### config.mk
export PLATFORM = sky130hd
export DESIGN_NAME = acs_clk_select
export DESIGN_NICKNAME = d
export VERILOG_FILES = /design/src/core/acs_pkg.sv /design/src/core/acs_clk_select.sv /design/src/core/acs_expr.sv
export SDC_FILE = /design/constraint.sdc
export NUM_CORES = 1
export LEC_CHECK = 0
export BUFFER_PORTS_ARGS = -buffer_cell sky130_fd_sc_hd__buf_4
export CORE_MARGIN = 2
export CORE_UTILIZATION = 35
export DETAILED_ROUTE_END_ITERATION = 7
export PLACE_DENSITY = 0.66
export SLEW_MARGIN = 20
export SYNTH_ARGS = -nofsm -noshare
export SYNTH_HDL_FRONTEND = slang
export SYNTH_SLANG_ARGS = --single-unit
export TNS_END_PERCENT = 1
### constraint.sdc
create_clock -name clk -period 4.3 [get_ports clk]
set_input_delay 0.215 -clock clk [delete_from_list [all_inputs] [get_ports clk]]
set_output_delay 0.215 -clock clk [all_outputs]
set_load 0.02 [all_outputs]
### src/core/acs_pkg.sv
// Constants, types and shared definitions for the acquisition clock select block
// Contract
// RL1 - Six clock modes in fixed order; exactly one active per acquisition.
// RL2 - Internal mode: all sections sample on internal master clock, 20 ns to 160 ms.
// RL3 - Internal extended: section uses master rate or fixed 10 ns; own-rate writes. Code's fixed rate is 2 cycles (8 ns).
// RL4 - External single-phase: master expression samples all sections, traces and writes.
// RL5 - External multiphase: own or master expression samples; writes only at master.
// RL6 - Mixed single-phase: internal, 10 ns or master; internal sections write own rate. Code's 10 ns rate is 2 cycles (8 ns).
// RL7 - Mixed multiphase: four sources per section; trace decisions at master rate.
// RL8 - Expression: three terms ANDed, ORed with three OR terms.
// RL9 - Each term independently active high, active low, or excluded.
// RL10 - Enable terms are level sensitive, gating per-section input latches.
// RL11 - Enable applies only to latch or demux groups, never sample or glitch.
// RL12 - Latch transparent while enable true, holds value while false.
// RL13 - Enable true when all AND terms true or any OR term true.
// RL14 - Enable AND terms from R inputs, OR terms from S inputs.
// RL15 - Sections share enable inputs but hold independent per-term settings.
// RL16 - Enable logic works identically in every clock mode.
// RL17 - Latched data and sampled data leave together as one sample.
// RL18 - Demux: lower byte feeds both groups; low sampled, high latched.
// RL19 - Sample expressions edge sensitive: AND from J inputs, OR from K inputs.
// RL20 - Master event sends all section samples through fixed pipeline together.
package acs_pkg;
  localparam int SEC_N = 3;
  localparam int SEC_W = 16;
  localparam int GRP_N = 6;
  localparam int PER_W = 26;
  // Timing figures in their own units
  localparam int CLK_PERIOD_NS = 4;
  localparam int FAST_PERIOD_NS = 10;
  localparam int INT_MIN_PERIOD_NS = 20;
  localparam int INT_MAX_PERIOD_MS = 160;
  // Cycle counts: fixed rate is a longest time, minimum period a least time
  localparam int FAST_CYC = (FAST_PERIOD_NS / CLK_PERIOD_NS < 1) ? 1 :
                            FAST_PERIOD_NS / CLK_PERIOD_NS;
  localparam int INT_MIN_CYC = (INT_MIN_PERIOD_NS + CLK_PERIOD_NS - 1) / CLK_PERIOD_NS;
  localparam int INT_MAX_CYC = INT_MAX_PERIOD_MS * 1000000 / CLK_PERIOD_NS;
  // Cycles from master event to the trace outputs
  localparam int PIPE_LAT = 3;
  // Reset values
  localparam logic [SEC_W-1:0] SAMPLE_RST = 16'h0000;
  localparam logic [7:0] LATCH_RST = 8'h00;

  typedef logic [PER_W-1:0] acs_per_t;

  typedef enum logic [2:0] {
    ACS_INTERNAL, ACS_EXT_SINGLE, ACS_EXT_MULTI,
    ACS_MIX_SINGLE, ACS_MIX_MULTI, ACS_INT_EXTENDED
  } acs_mode_t;

  typedef enum logic [1:0] {ACS_TERM_OFF, ACS_TERM_HIGH, ACS_TERM_LOW} acs_term_t;

  // ACS_SRC_MASTER is the follow_master_rate choice
  typedef enum logic [1:0] {ACS_SRC_MASTER, ACS_SRC_INT, ACS_SRC_FAST, ACS_SRC_OWN} acs_src_t;

  typedef enum logic [1:0] {ACS_IN_SAMPLE, ACS_IN_GLITCH, ACS_IN_LATCH, ACS_IN_DEMUX} acs_in_t;

  // Settings of one six-term expression
  typedef struct packed {
    acs_term_t [2:0] and_sel;
    acs_term_t [2:0] or_sel;
  } acs_expr_cfg_t;

  // Six term inputs, index 0..2 = term 1..3 of each kind, shared by all sections
  typedef struct packed {
    logic [2:0] and_t;
    logic [2:0] or_t;
  } acs_terms_t;
endpackage

### src/core/acs_clk_select.sv
// Clock selection, input latches and sample pipeline of the acquisition front end
`timescale 1ns/1ps
module acs_clk_select #(
  parameter int INT_MAX_CYC = acs_pkg::INT_MAX_CYC
) (
  input wire logic clk,
  input wire logic arst_n,
  input wire acs_pkg::acs_mode_t clock_mode,
  input wire acs_pkg::acs_per_t int_period_cycles,
  input wire acs_pkg::acs_src_t [2:0] sec_source,
  input wire acs_pkg::acs_expr_cfg_t master_cfg,
  input wire acs_pkg::acs_expr_cfg_t [2:0] sample_cfg,
  input wire acs_pkg::acs_expr_cfg_t [2:0] enable_cfg,
  input wire acs_pkg::acs_in_t [5:0] input_mode,
  input wire logic [47:0] data_in,
  input wire acs_pkg::acs_terms_t sample_terms,
  input wire acs_pkg::acs_terms_t enable_terms,
  output logic trace_valid,
  output logic [2:0] mem_write,
  output logic [47:0] trace_data
);
  // Pin synchronisers
  logic [47:0] data_s1_q;
  logic [47:0] data_s2_q;
  acs_pkg::acs_terms_t smp_s1_q;
  acs_pkg::acs_terms_t smp_s2_q;
  acs_pkg::acs_terms_t en_s1_q;
  acs_pkg::acs_terms_t en_s2_q;

  always_ff @(posedge clk or negedge arst_n) begin
    if (!arst_n) begin
      data_s1_q <= '0;
      data_s2_q <= '0;
      smp_s1_q <= '0;
      smp_s2_q <= '0;
      en_s1_q <= '0;
      en_s2_q <= '0;
    end else begin
      data_s1_q <= data_in;
      data_s2_q <= data_s1_q;
      smp_s1_q <= sample_terms;
      smp_s2_q <= smp_s1_q;
      en_s1_q <= enable_terms;
      en_s2_q <= en_s1_q;
    end
  end

  // Expression evaluators
  wire mst_hit;
  wire [2:0] smp_hit;
  wire [2:0] en_hit;

  // RL19 J/K edge expressions
  acs_expr u_master (
    .terms(smp_s2_q),
    .cfg(master_cfg),
    .hit(mst_hit)
  );

  genvar s;
  generate
    for (s = 0; s < 3; s++) begin : g_sec
      acs_expr u_sample (
        .terms(smp_s2_q),
        .cfg(sample_cfg[s]),
        .hit(smp_hit[s])
      );
      // RL14 R and S inputs
      // RL15 shared inputs, own settings
      acs_expr u_enable (
        .terms(en_s2_q),
        .cfg(enable_cfg[s]),
        .hit(en_hit[s])
      );
    end
  endgenerate

  // Edge detection of the sample expressions
  logic mst_hit_q;
  logic [2:0] smp_hit_q;

  always_ff @(posedge clk or negedge arst_n) begin
    if (!arst_n) begin
      mst_hit_q <= 1'b0;
      smp_hit_q <= 3'h0;
    end else begin
      mst_hit_q <= mst_hit;
      smp_hit_q <= smp_hit;
    end
  end

  // RL19 event when expression comes true
  wire ext_mst_evt = mst_hit & ~mst_hit_q;
  wire [2:0] own_evt = smp_hit & ~smp_hit_q;

  // Internal timebase and fixed fast rate
  acs_pkg::acs_per_t int_cnt_q;
  logic [1:0] fast_cnt_q;
  acs_pkg::acs_per_t int_lim;

  // RL2 period clamped to legal range
  assign int_lim = (int_period_cycles < acs_pkg::acs_per_t'(acs_pkg::INT_MIN_CYC)) ?
                   acs_pkg::acs_per_t'(acs_pkg::INT_MIN_CYC) :
                   (int_period_cycles > acs_pkg::acs_per_t'(INT_MAX_CYC)) ?
                   acs_pkg::acs_per_t'(INT_MAX_CYC) : int_period_cycles;
  wire int_tick = int_cnt_q >= int_lim - acs_pkg::acs_per_t'(1);
  // RL3 fixed fast rate
  wire fast_tick = fast_cnt_q == 2'(acs_pkg::FAST_CYC - 1);

  always_ff @(posedge clk or negedge arst_n) begin
    if (!arst_n) begin
      int_cnt_q <= '0;
      fast_cnt_q <= 2'h0;
    end else begin
      int_cnt_q <= int_tick ? '0 : int_cnt_q + acs_pkg::acs_per_t'(1);
      fast_cnt_q <= fast_tick ? 2'h0 : fast_cnt_q + 2'h1;
    end
  end

  // Source a section really uses in the given mode
  // RL1 one mode at a time
  function automatic acs_pkg::acs_src_t eff_src(input acs_pkg::acs_mode_t m,
                                                input acs_pkg::acs_src_t r);
    case (m)
      acs_pkg::ACS_INTERNAL: eff_src = acs_pkg::ACS_SRC_INT;
      acs_pkg::ACS_INT_EXTENDED:
        eff_src = (r == acs_pkg::ACS_SRC_FAST) ? acs_pkg::ACS_SRC_FAST : acs_pkg::ACS_SRC_INT;
      acs_pkg::ACS_EXT_SINGLE: eff_src = acs_pkg::ACS_SRC_MASTER;
      acs_pkg::ACS_EXT_MULTI:
        eff_src = (r == acs_pkg::ACS_SRC_OWN) ? acs_pkg::ACS_SRC_OWN : acs_pkg::ACS_SRC_MASTER;
      // RL6 no own expression
      acs_pkg::ACS_MIX_SINGLE:
        eff_src = (r == acs_pkg::ACS_SRC_OWN) ? acs_pkg::ACS_SRC_MASTER : r;
      // RL7 four sources
      acs_pkg::ACS_MIX_MULTI: eff_src = r;
      default: eff_src = acs_pkg::ACS_SRC_MASTER;
    endcase
  endfunction

  // Master event: internal timebase in internal modes, else the external expression
  wire int_mode = (clock_mode == acs_pkg::ACS_INTERNAL) ||
                  (clock_mode == acs_pkg::ACS_INT_EXTENDED);
  // RL2 internal master
  // RL4 external master
  wire master_evt = int_mode ? int_tick : ext_mst_evt;

  acs_pkg::acs_src_t [2:0] src_e;
  logic [2:0] sec_evt;
  logic [2:0] wr_evt;

  // Per-section sample and memory write strobes
  always_comb begin
    for (int i = 0; i < 3; i++) begin
      src_e[i] = eff_src(clock_mode, sec_source[i]);
      case (src_e[i])
        acs_pkg::ACS_SRC_INT: sec_evt[i] = int_tick;
        acs_pkg::ACS_SRC_FAST: sec_evt[i] = fast_tick;
        acs_pkg::ACS_SRC_OWN: sec_evt[i] = own_evt[i];
        default: sec_evt[i] = master_evt;
      endcase
      // RL3 RL6 internal sections write at own rate
      // RL5 external sections write at master
      wr_evt[i] = (src_e[i] == acs_pkg::ACS_SRC_INT || src_e[i] == acs_pkg::ACS_SRC_FAST) ?
                  sec_evt[i] : master_evt;
    end
  end

  // Input latches, one per byte group
  logic [5:0][7:0] latch_q;
  logic [5:0] lat_on;
  logic [5:0][7:0] lat_src;

  genvar g;
  generate
    for (g = 0; g < 6; g++) begin : g_grp
      wire dmx = input_mode[(g / 2) * 2] == acs_pkg::ACS_IN_DEMUX;
      // RL18 demux byte routing
      // RL11 enable only for latch or demux
      assign lat_on[g] = dmx ? (g % 2 == 1) : (input_mode[g] == acs_pkg::ACS_IN_LATCH);
      assign lat_src[g] = (dmx && (g % 2 == 1)) ? data_s2_q[(g / 2) * 16 +: 8] :
                          data_s2_q[g * 8 +: 8];
      // RL10 RL12 transparent or hold
      // RL16 independent of clock mode
      always_ff @(posedge clk or negedge arst_n) begin
        if (!arst_n) begin
          latch_q[g] <= acs_pkg::LATCH_RST;
        end else if (!lat_on[g] || en_hit[g / 2]) begin
          latch_q[g] <= lat_src[g];
        end
      end
    end
  endgenerate

  // Section sample registers read the latch outputs
  logic [2:0][15:0] sample_q;

  always_ff @(posedge clk or negedge arst_n) begin
    if (!arst_n) begin
      sample_q <= {3{acs_pkg::SAMPLE_RST}};
    end else begin
      for (int i = 0; i < 3; i++) begin
        // RL17 latch and sample aligned
        if (sec_evt[i]) begin
          sample_q[i] <= {latch_q[2 * i + 1], latch_q[2 * i]};
        end
      end
    end
  end

  // Delayed strobes so the pipeline sees the updated sample registers
  logic mst_d_q;
  logic [2:0] wr_d_q;
  logic p1_valid_q;
  logic [2:0] p1_wr_q;
  logic [47:0] p1_data_q;
  logic trace_valid_q;
  logic [2:0] mem_write_q;
  logic [47:0] trace_data_q;

  // RL20 fixed latency pipeline
  always_ff @(posedge clk or negedge arst_n) begin
    if (!arst_n) begin
      mst_d_q <= 1'b0;
      wr_d_q <= 3'h0;
      p1_valid_q <= 1'b0;
      p1_wr_q <= 3'h0;
      p1_data_q <= '0;
      trace_valid_q <= 1'b0;
      mem_write_q <= 3'h0;
      trace_data_q <= '0;
    end else begin
      mst_d_q <= master_evt;
      wr_d_q <= wr_evt;
      p1_valid_q <= mst_d_q;
      p1_wr_q <= wr_d_q;
      p1_data_q <= sample_q;
      trace_valid_q <= p1_valid_q;
      mem_write_q <= p1_wr_q;
      trace_data_q <= p1_data_q;
    end
  end

  assign trace_valid = trace_valid_q;
  assign mem_write = mem_write_q;
  assign trace_data = trace_data_q;
endmodule

### src/core/acs_expr.sv
// Six-term clock expression evaluator
`timescale 1ns/1ps
module acs_expr (
  input wire acs_pkg::acs_terms_t terms,
  input wire acs_pkg::acs_expr_cfg_t cfg,
  output logic hit
);
  // Term truth under its polarity setting
  // RL9 polarity or exclusion
  function automatic logic term_on(input logic lvl, input acs_pkg::acs_term_t sel);
    term_on = (sel == acs_pkg::ACS_TERM_HIGH) ? lvl :
              (sel == acs_pkg::ACS_TERM_LOW) ? ~lvl : 1'b0;
  endfunction

  logic [2:0] and_v;
  logic [2:0] or_v;
  logic [2:0] and_used;
  wire and_prod;

  // Excluded AND terms are neutral; an all-excluded AND group is false
  always_comb begin
    for (int i = 0; i < 3; i++) begin
      and_used[i] = cfg.and_sel[i] != acs_pkg::ACS_TERM_OFF;
      and_v[i] = term_on(terms.and_t[i], cfg.and_sel[i]) | ~and_used[i];
      or_v[i] = term_on(terms.or_t[i], cfg.or_sel[i]);
    end
  end

  // RL8 AND product ORed
  // RL13 all AND or any OR
  assign and_prod = (&and_v) & (|and_used);
  assign hit = and_prod | (|or_v);
endmodule

# [Yosys cells after proc, flatten, opt, wreduce, memory -nomap -nowiden]
# Index checks and enable logic that the tools add are counted.
[totals] in_bits=193 wordCells=397 register_bits=356 output_inout_bits=52
[classes] eq_ne=113 n_reduce_logical=59 mux=116 n_addsub=3 bitwise=72 n_lt_le_gt_ge=3
[op_table] op="== test 2 bit (second input constant)" n=63
[op_table] op="two-way mux 1 bit" n=94
[op_table] op="== test 2 x 1 -> 1 bit (second input constant)" n=46
[op_table] op="two-way mux 26 bit" n=3
[op_table] op="nonzero test 2 bit" n=21
[op_table] op="OR reduction 3 bit" n=14
[op_table] op="NOT 1 bit" n=34
[op_table] op="one-hot mux 2 bit (5 select lines)" n=3
[op_table] op="OR 1 bit" n=28
[op_table] op="adder 26 x 1 -> 26 bit (second input constant)" n=1
[op_table] op="greater-or-equal comparator 26 bit" n=1
[op_table] op="greater-than comparator 26 bit (second input constant)" n=1
[op_table] op="< comparator 26 x 3 -> 1 bit (second input constant)" n=1
[op_table] op="subtractor 26 x 1 -> 26 bit (second input constant)" n=1
[op_table] op="two-way mux 8 bit" n=3
[op_table] op="AND reduction 3 bit" n=7
[op_table] op="two-way mux 2 bit" n=10
[op_table] op="logical OR 1 bit" n=10
[op_table] op="one-hot mux 1 bit (3 select lines)" n=3
[op_table] op="bitwise AND 1 bit" n=8
[op_table] op="== test 3 x 2 -> 1 bit (second input constant)" n=2
[op_table] op="== test 3 bit (second input constant)" n=2
[op_table] op="logical NOT 1 bit" n=6
[op_table] op="bitwise AND 3 bit" n=1
[op_table] op="3 further kinds" n=3

# [Logic depth before layout (Yosys ltp)]
# Gate-level depths: netlist of the first run.
[depth] ltp_word=11 depth_mapped=23 mapped_depth_nobuf=20

# [Hierarchy]
# A second synthesis of the first run with hierarchy kept.
[unflattened] hier_cells=1010 area_unflattened_um2=13569.3
[by_module_without_submodules] mod="acs_clk_select" n_inst=1 area_each_um2=12710.9 seq_area_each_um2=8908.5 cells_each=891
[by_module_without_submodules] mod="acs_expr" n_inst=7 area_each_um2=122.6 seq_area_each_um2=0.0 cells_each=17

# [Worst setup path before layout of the first run]
# OpenSTA, ideal clock, no wires.
[synth_path] path_type="in2reg" from="in int_period_cycles[20]" to="reg sample_q[10] (netlist name)" slack_ps=-1224 n_path_buf=2 arrival_ps=5397 stages=21 required_time_ps=4172 setup_time_ps=128 cell_sequence="or3_4 or4_4 o211a_4 or2_2 clkbuf_1 nand3b_1 ha_1 inv_1 a211o_4 or4b_4 xnor2_2 nor2_1 ha_1 nand2_1 o21ai_0 o2111ai_1 o211ai_1 o21ai_1 a32oi_1 buf_2 mux2_1"
[synth_via] elab_chain_cells=7 word_cells_on_any_way=8 cone_classes="add/sub (1); order compare (3); mux (4)"
[synth_rtl] item="from (decl)" line_no="acs_clk_select.sv:9" text="input wire acs_pkg::acs_per_t int_period_cycles,"
[synth_rtl] item="greater-than comparator 26 bit" line_no="acs_clk_select.sv:104" text="(int_period_cycles > acs_pkg::acs_per_t'(INT_MAX_CYC)) ?"
[synth_rtl] item="two-way mux 26 bit" line_no="acs_clk_select.sv:104"
[synth_rtl] item="two-way mux 26 bit (*)" line_no="acs_clk_select.sv:102" text="assign int_lim = (int_period_cycles < acs_pkg::acs_per_t'(acs_pkg::INT_MIN_CYC)) ?"
[synth_rtl] item="subtractor 26 x 1 -> 26 bit (*)" line_no="acs_clk_select.sv:106" text="wire int_tick = int_cnt_q >= int_lim - acs_pkg::acs_per_t'(1);"
[synth_rtl] item="greater-or-equal comparator 26 bit (*)" line_no="acs_clk_select.sv:106"
[synth_rtl] item="two-way mux 1 bit" line_no="acs_clk_select.sv:145" text="wire master_evt = int_mode ? int_tick : ext_mst_evt;"
[synth_rtl] item="one-hot mux 1 bit (3 select lines) (*)" line_no="acs_clk_select.sv:155" text="case (src_e[i])"
[synth_rtl] item="to (signal assigned)" line_no="acs_clk_select.sv:199" text="sample_q <= {3{acs_pkg::SAMPLE_RST}};"
[synth_rtl] item="to (signal, indexed assignment)" line_no="acs_clk_select.sv:204" text="sample_q[i] <= {latch_q[2 * i + 1], latch_q[2 * i]};"
[synth_rtl] item="to (decl)" line_no="acs_clk_select.sv:195" text="logic [2:0][15:0] sample_q;"
# Every way passes the cells marked *; elsewhere a longest branch is shown, timed or not.
# A chain may end at the register's enable or synchronous reset.

# [Final worst setup path of the first run]
[layout_path] from="in int_period_cycles[20]" to="reg sample_q[17] (netlist name)"
# The elaborated chain is that of the path after synthesis.

==> results.sh, run 1 <==
export IMPL_synth_yosys_warnings=0
export IMPL_crit_arrival_ns=5.26
export IMPL_cts_max_path_buffers=3
export IMPL_antenna_violating_nets_left=0
export IMPL_first_iter_violations=439
export IMPL_start_point_of_the_worst_hold_path="master_cfg[3]"
export IMPL_floorplan_die_width_um=200.5
export IMPL_peakVddDrop_mv=0.2982
export IMPL_worst_r2r_cell_count=12
export IMPL_outcome="finished, violations left"
export IMPL_synthDistinctLibCells=55
export IMPL_die_height_um=200.5
export IMPL_layout_common_cells="dfrtp_1, buf_4, nor2_1"
export IMPL_detail_route_wl_per_cell_um=15.80
export IMPL_r2r_start="int_cnt_q[7]"
export IMPL_max_slew_margin_rel_pct=31.74
export IMPL_final_cycle_utilization_of_the_critical_path_pct=112.7
export IMPL_boundaryPins=245
export IMPL_total_power_w=0.008693
export IMPL_grt_setup_unrepaired="yes"
export IMPL_synth_fa_ha_area_share_pct=3.702
export IMPL_floorplan_core_area_mm2=0.03784
export IMPL_slew_viol_final=0
export IMPL_timing_final_crit_period_ns=4.846
export IMPL_synth_simple_area_share_pct=10.02
export IMPL_synth_async_sr_flop_share_pct=100.0
export IMPL_wirelength_um=30570
export IMPL_initial_core_utilization_pct=35.73
export IMPL_num_vias=9004
export IMPL_final_setup_vio_count=54
export IMPL_grt_max_degree=122
export IMPL_hold_depth=4
export IMPL_final_setup_tns_ns=-26.51
export IMPL_netlist_area_mm2=0.01352
export IMPL_required_ns=4.72
export IMPL_main_combinational_cell_family_by_area_after_synthesis="multiplexers"
export IMPL_r2r_setup_slack_ns=1.26
export IMPL_antenna_found_initial=1
export IMPL_achievable_frequency_ghz=0.2064
export IMPL_critPathLaunchType="input port"
export IMPL_cts_tree="yes"
export IMPL_cts_buffers_inserted=36
export IMPL_area_growth_syn_to_layout_pct=38.25
export IMPL_track_usage_pct=15.48
export IMPL_worst_slew_pin_slew_ns=1.024
export IMPL_synth_largest_type_area_fraction_pct=65.89
export IMPL_highest_net_fanout_along_the_worst_path=17
export IMPL_critical_path_class="in2reg"
export IMPL_layout_drive_gt1_share_pct=35.56
export IMPL_post_dp_area_mm2=0.01658
export IMPL_post_synth_edffs=0
export IMPL_cts_root_buf="clkbuf_16"
export IMPL_vias_per_cell=4.653
export IMPL_syn_mean_instance_area_um2=13.59
export IMPL_floorplan_die_area_mm2=0.04022
export IMPL_h_tree_depth=2
export IMPL_compound_gate_portion_of_the_synthesized_area_pct=5.950
export IMPL_reg2reg_to="wr_d_q[0]"
export IMPL_final_setup_worst_slack_ns=-0.5456
export IMPL_synthXorXnorAreaFrac_pct=2.582
export IMPL_clk_pin_slew_worst_paths_ns=0.06
export IMPL_fillers=3336
export IMPL_seq_area_frac_synth_pct=65.89
export IMPL_power_per_cell_area_mw_per_mm2=465.0
export IMPL_grt_first_pass_wirelength_um=50400
export IMPL_clkLatencyLatePin_ns=0.53
export IMPL_synth_flop_cell="dfrtp_1"
export IMPL_gpl_final_weighted_congestion=0.9324
export IMPL_timing_critical_path_to_type="flop"
export IMPL_grt_remaining_overflow=0
export IMPL_violations="setup timing"
export IMPL_first_global_vias=9355
export IMPL_post_route_drc_count=0
export IMPL_most_common_library_cell_in_the_layout_ignoring_fill_and_taps="dfrtp_1"
export IMPL_min_delay_worst_endpoint="mst_hit_q"
export IMPL_synth_top_area_cell="dfrtp_1"
export IMPL_design_area_mm2=0.01869
export IMPL_finalHoldViolCount=0
export IMPL_postSynthCellCount=995
export IMPL_clock_skew_ns=0.01637
export IMPL_synthMuxAreaShare_pct=10.91
export IMPL_placementRows=71
export IMPL_synthesis_stage_register_bit_count=356
export IMPL_synth_top_cells_by_area="dfrtp_1, mux2_2, ha_1"
export IMPL_finalCoreUtilization_pct=49.39
export IMPL_drt_pass1_iterations=5
export IMPL_nNetsFinal=1630
export IMPL_maxCapViolations=0
export IMPL_static_leakage_power_nw=8.527
export IMPL_port_buffers=244
export IMPL_min_path_type="in2reg"
export IMPL_hpwlAfterDp_um=21270
export IMPL_tritoncts_num_sinks=356
export IMPL_synthesis_nets=1228
## cells by family (layout without fill, tap and decap cells)
| group | after synthesis | after routing |
|---|---|---|
| flip-flops | 356 | 356 |
| AND/OR/NAND/NOR | 269 | 269 |
| multiplexers | 134 | 134 |
| AO/OA/AOI/OAI | 124 | 124 |
| adder cells (fa/ha/maj) | 40 | 40 |
| XOR/XNOR | 39 | 39 |
| buffers and inverters | 33 | 461 |
| other | 0 | 1 |
## cells in the mapped netlist (all sizes together), types with 11 or more instances
| master | number |
|---|---|
| clkbuf | 15 |
| nor2b | 12 |
| nor2 | 80 |
| nand4 | 16 |
| nand2 | 65 |
| mux2i | 27 |
| inv | 15 |
| dfrtp | 356 |
| xor2 | 28 |
| nor3 | 17 |
| or4 | 12 |
| xnor2 | 11 |
| mux2 | 107 |
| nor4 | 11 |
| a21oi | 31 |
| o21ai | 40 |
| ha | 40 |
| nand3 | 15 |
## how the worst max path moves through the flow
stage,end,from
global route,sample_q[33],int_period_cycles[20]
CTS,sample_q[3],int_period_cycles[20]
global placement,sample_q[1],int_period_cycles[20]
floorplan,sample_q[10],int_period_cycles[20]
detailed placement,sample_q[18],int_period_cycles[20]
finish,sample_q[17],int_period_cycles[20]
## report_power, final
group / total, W / switching, W / internal, W
Sequential: 0.00419 / 0.000240 / 0.00395
Combinational: 0.00139 / 0.000682 / 0.000711
Clock: 0.00311 / 0.00130 / 0.00182
Total: 0.00869 / 0.00222 / 0.00648
## final cells by class
| cell class | instances | area (um^2) | share of cell area [%] |
|---|---|---|---|
| Inverter | 15 | 56.30 | 0.3012 |
| Multi-Input combinational cell | 606 | 4700 | 25.14 |
| Antenna cell | 1 | 2.502 | 0.01339 |
| Clock buffer | 50 | 1065 | 5.696 |
| Tap cell | 511 | 639.4 | 3.421 |
| Timing Repair Buffer | 382 | 3176 | 16.99 |
| Clock inverter | 14 | 145.1 | 0.7765 |
| Sequential cell | 356 | 8909 | 47.66 |
## stage by stage
stage,instances,hold WS [ns],setup WS (ns)
after floorplan,995,-0.08059,-0.8523
after global placement,1800,0.3088,-1.246
after detailed placement,1800,0.3255,-1.372
after CTS,1934,0.1015,-0.5404
after global routing,1935,0.1310,-0.6971
final,1935,0.1161,-0.5456
## flip-flops by register name, summed over array words and instances, names as in the netlist
name,cells
data_s1_q,48
data_s2_q,48
en_s1_q,6
en_s2_q,6
fast_cnt_q,2
int_cnt_q,26
latch_q,48
mem_write,3
mst_d_q,1
mst_hit_q,1
p1_data_q,48
p1_valid_q,1
p1_wr_q,3
sample_q,48
smp_hit_q,3
smp_s1_q,6
smp_s2_q,6
trace_data,48
trace_valid,1
wr_d_q,3
## metal layers
| metal | GRT usage, % | vias to the layer above | share of wire, % |
|---|---|---|---|
| li1 | - | 4328 | - |
| met5 | 0 | - | 0 |
| met3 | 3.068 | 53 | 5.0 |
| met1 | 21.81 | 4409 | 46 |
| met4 | 5.794 | 0 | 3.0 |
| met2 | 23.74 | 214 | 46 |
## critical path, cell delays in order
cell	delay [ns]
buf_6	0.09
or3_4	0.38
or4_4	0.50
o211a_4	0.25
or2_4	0.26
a21oi_4	0.17
ha_4	0.16
inv_2	0.05
a211o_4	0.26
or4b_4	0.52
xnor2_2	0.13
nor2_1	0.07
ha_1	0.29
nand4_1	0.14
nor4_2	0.32
o21ai_1	0.09
o211ai_1	0.16
buf_4	0.20
o21ai_4	0.06
buf_4	0.19
a32oi_4	0.20
buf_12	0.19
mux2_2	0.34
## repair_timing
item                       in CTS  in global routing
cloned                          2                  0
hold endpoints to repair      164                  0
buffers inserted                7                  0
setup endpoints to repair      78                 78
pin swaps                      13                  6
gates resized for setup        31                  5
hold buffers                   61                  0
No activity file was read; power rests on OpenSTA's default activity.
==> inputs of run 2 (changes only) <==
--- a/config.mk
+++ b/config.mk
@@ -6,10 +6,12 @@
 export NUM_CORES = 1
 export LEC_CHECK = 0
 export BUFFER_PORTS_ARGS = -buffer_cell sky130_fd_sc_hd__buf_4
+export CELL_PAD_IN_SITES_DETAIL_PLACEMENT = 1
+export CELL_PAD_IN_SITES_GLOBAL_PLACEMENT = 1
 export CORE_MARGIN = 2
 export CORE_UTILIZATION = 35
 export DETAILED_ROUTE_END_ITERATION = 7
-export PLACE_DENSITY = 0.66
+export PLACE_DENSITY = 0.76
 export SLEW_MARGIN = 20
 export SYNTH_ARGS = -nofsm -noshare
 export SYNTH_HDL_FRONTEND = slang
==> results.sh, run 2 (same netlist as run 1, synthesis figures left out) <==
export IMPL_outcome="finished, violations left"
export IMPL_violations="setup timing"
export IMPL_maxCapViolations=0
export IMPL_power_frac_clock_pct=37.5
export IMPL_die_height_um=200.5
export IMPL_comb_power_share_pct=16.2
export IMPL_grt_setup_unrepaired="yes"
export IMPL_detail_route_wl_per_cell_um=18.21
export IMPL_floorplan_core_area_mm2=0.03784
export IMPL_finalCoreUtilization_pct=49.83
export IMPL_hpwlAfterDp_um=24180
export IMPL_timing_critical_path_slowest_stage_cell="or4b_4"
export IMPL_static_leakage_power_nw=8.675
export IMPL_grt_max_degree=127
export IMPL_first_iter_violations=314
export IMPL_layout_drive_gt1_share_pct=36.40
export IMPL_antenna_found_initial=1
export IMPL_worst_slew_pin_slew_ns=1.015
export IMPL_crit_chain="buf_6, or3_4, or4_4, o211a_4, or2_4, a21oi_4, ha_4, inv_4, a211o_4, or4b_4, xnor2_2, nor2_1, ha_1, nand4_1, nor4_2, o21ai_1, o211ai_1, buf_4, o21ai_4, a32oi_4, clkbuf_16, mux2_2"
export IMPL_clkLatencyLatePin_ns=0.53
export IMPL_floorplan_die_width_um=200.5
export IMPL_total_power_w=0.009113
export IMPL_required_ns=4.71
export IMPL_critical_path_n_buffers_inverters=4
export IMPL_grt_first_pass_wirelength_um=57100
export IMPL_final_setup_vio_count=77
export IMPL_post_dp_area_mm2=0.01661
export IMPL_post_route_drc_count=0
export IMPL_placementRows=71
export IMPL_layout_common_cells="dfrtp_1, buf_4, nor2_1"
export IMPL_critical_path_class="in2reg"
export IMPL_critPathLaunchType="input port"
export IMPL_slew_viol_final=0
export IMPL_min_path_type="in2reg"
export IMPL_track_usage_pct=17.72
export IMPL_crit_arrival_ns=5.31
export IMPL_nNetsFinal=1631
export IMPL_internal_power_w=0.006786
export IMPL_p_switching_w=0.002327
export IMPL_finalHoldViolCount=0
export IMPL_highest_net_fanout_along_the_worst_path=8
export IMPL_cts_tree="yes"
export IMPL_port_buffers=244
export IMPL_initial_core_utilization_pct=35.73
export IMPL_final_cycle_utilization_of_the_critical_path_pct=114.1
export IMPL_floorplan_die_area_mm2=0.04022
export IMPL_first_global_vias=10500
export IMPL_clock_skew_ns=0.01815
export IMPL_most_common_library_cell_in_the_layout_ignoring_fill_and_taps="dfrtp_1"
export IMPL_r2r_setup_slack_ns=1.33
export IMPL_cts_max_path_buffers=3
export IMPL_timing_final_crit_period_ns=4.905
export IMPL_worst_path_largest_cell_delay_ns=0.53
export IMPL_drt_pass1_iterations=4
export IMPL_design_area_mm2=0.01886
export IMPL_gpl_final_weighted_congestion=0.8828
export IMPL_clk_pin_slew_worst_paths_ns=0.06
export IMPL_achievable_frequency_ghz=0.2039
export IMPL_area_growth_syn_to_layout_pct=39.47
export IMPL_boundaryPins=245
export IMPL_power_per_cell_area_mw_per_mm2=483.3
export IMPL_cts_buffers_inserted=38
export IMPL_num_vias=9241
export IMPL_vias_per_cell=4.768
export IMPL_antenna_violating_nets_left=0
export IMPL_cts_root_buf="clkbuf_16"
export IMPL_peakVddDrop_mv=0.3541
export IMPL_h_tree_depth=2
export IMPL_grt_remaining_overflow=0
export IMPL_seqPwrFrac_pct=46.3
export IMPL_max_slew_margin_rel_pct=32.35
export IMPL_wirelength_um=35290
export IMPL_switch_share_pct=25.53
export IMPL_worst_path_dominant_cell_family="simple AND/OR/NAND/NOR gates"
export IMPL_tritoncts_num_sinks=356
export IMPL_final_setup_worst_slack_ns=-0.6050
export IMPL_timing_critical_path_to_type="flop"
[run 2: changes by cell type in the layout (fill, tap and decap cells not counted), moves of 3 or more]
cell        change
mux2_2         -11
mux2_1         -18
clkinvlp_4      -3
bufinv_16       +4
clkbuf_1        +4
mux2_4         +29
[run 2: final timing paths]
check                                       from      endpoint  cells past startpoint
setup / recovery           int_period_cycles[20]   sample_q[3]                     22
hold / removal                     input_mode[8]   latch_q[36]                      3
setup reg to reg                    int_cnt_q[7]  sample_q[14]                     10
hold reg to reg                       en_s1_q[1]    en_s2_q[1]                      0
min in group asynchronous                 arst_n    en_s2_q[0]                      2
max in group asynchronous                 arst_n    p1_wr_q[0]                      3
[run 2: metrics by stage]
step                      worst slack, ns  TNS, ns  hold slack (ns)  std cells
after floorplan                   -0.8523   -54.15         -0.08059        995
after detailed placement           -1.432   -95.64           0.2386       1804
after global routing              -0.7626   -39.82           0.1275       1938
after global placement             -1.187   -77.29           0.2372       1804
final                             -0.6050   -27.14           0.1352       1938
after CTS                         -0.5669   -29.90           0.1095       1933
[run 2: worst min-delay path, stage by stage]
cell and delay [ns]:
buf_4 0.09, nor3b_2 0.09, mux2_2 0.23
[run 2: power groups by stage]
stage / logic, W / registers (W) / clock network, W
after CTS: 0.00138 / 0.00422 / 0.00352
after global routing: 0.00158 / 0.00429 / 0.00367
after global placement: 0.00128 / 0.00424 / 0
after detailed placement: 0.00132 / 0.00426 / 0
after floorplan: 0.000413 / 0.00437 / 0
final: 0.00148 / 0.00422 / 0.00342
[run 2: cell type report]
cell class / instances / area [um^2]
fillers: 3965 / 18990
flip-flops and latches: 356 / 8909
multi-input cells: 606 / 4805
repair buffers: 381 / 3120
clock buffers: 53 / 1077
well taps: 511 / 639.4
clock inverters: 15 / 245.2
inverters: 15 / 58.81
diodes: 1 / 2.502
[run 2: what timing repair did]
action	in CTS	in global routing
pin swaps	5	15
setup endpoints to repair	78	78
resized for setup	10	53
endpoints found under the hold margin	140	0
hold buffers	61	0
gates cloned	0	1
setup buffers	0	3
[run 2: metal layers]
| metal | vias to the layer above | track usage (%) | wire length [um] |
|---|---|---|---|
| met5 | - | 0 | 0 |
| met4 | 0 | 5.926 | 975 |
| met3 | 62 | 3.198 | 1363 |
| met2 | 202 | 30.65 | 17890 |
| met1 | 4658 | 22.49 | 15060 |
| li1 | 4319 | - | - |
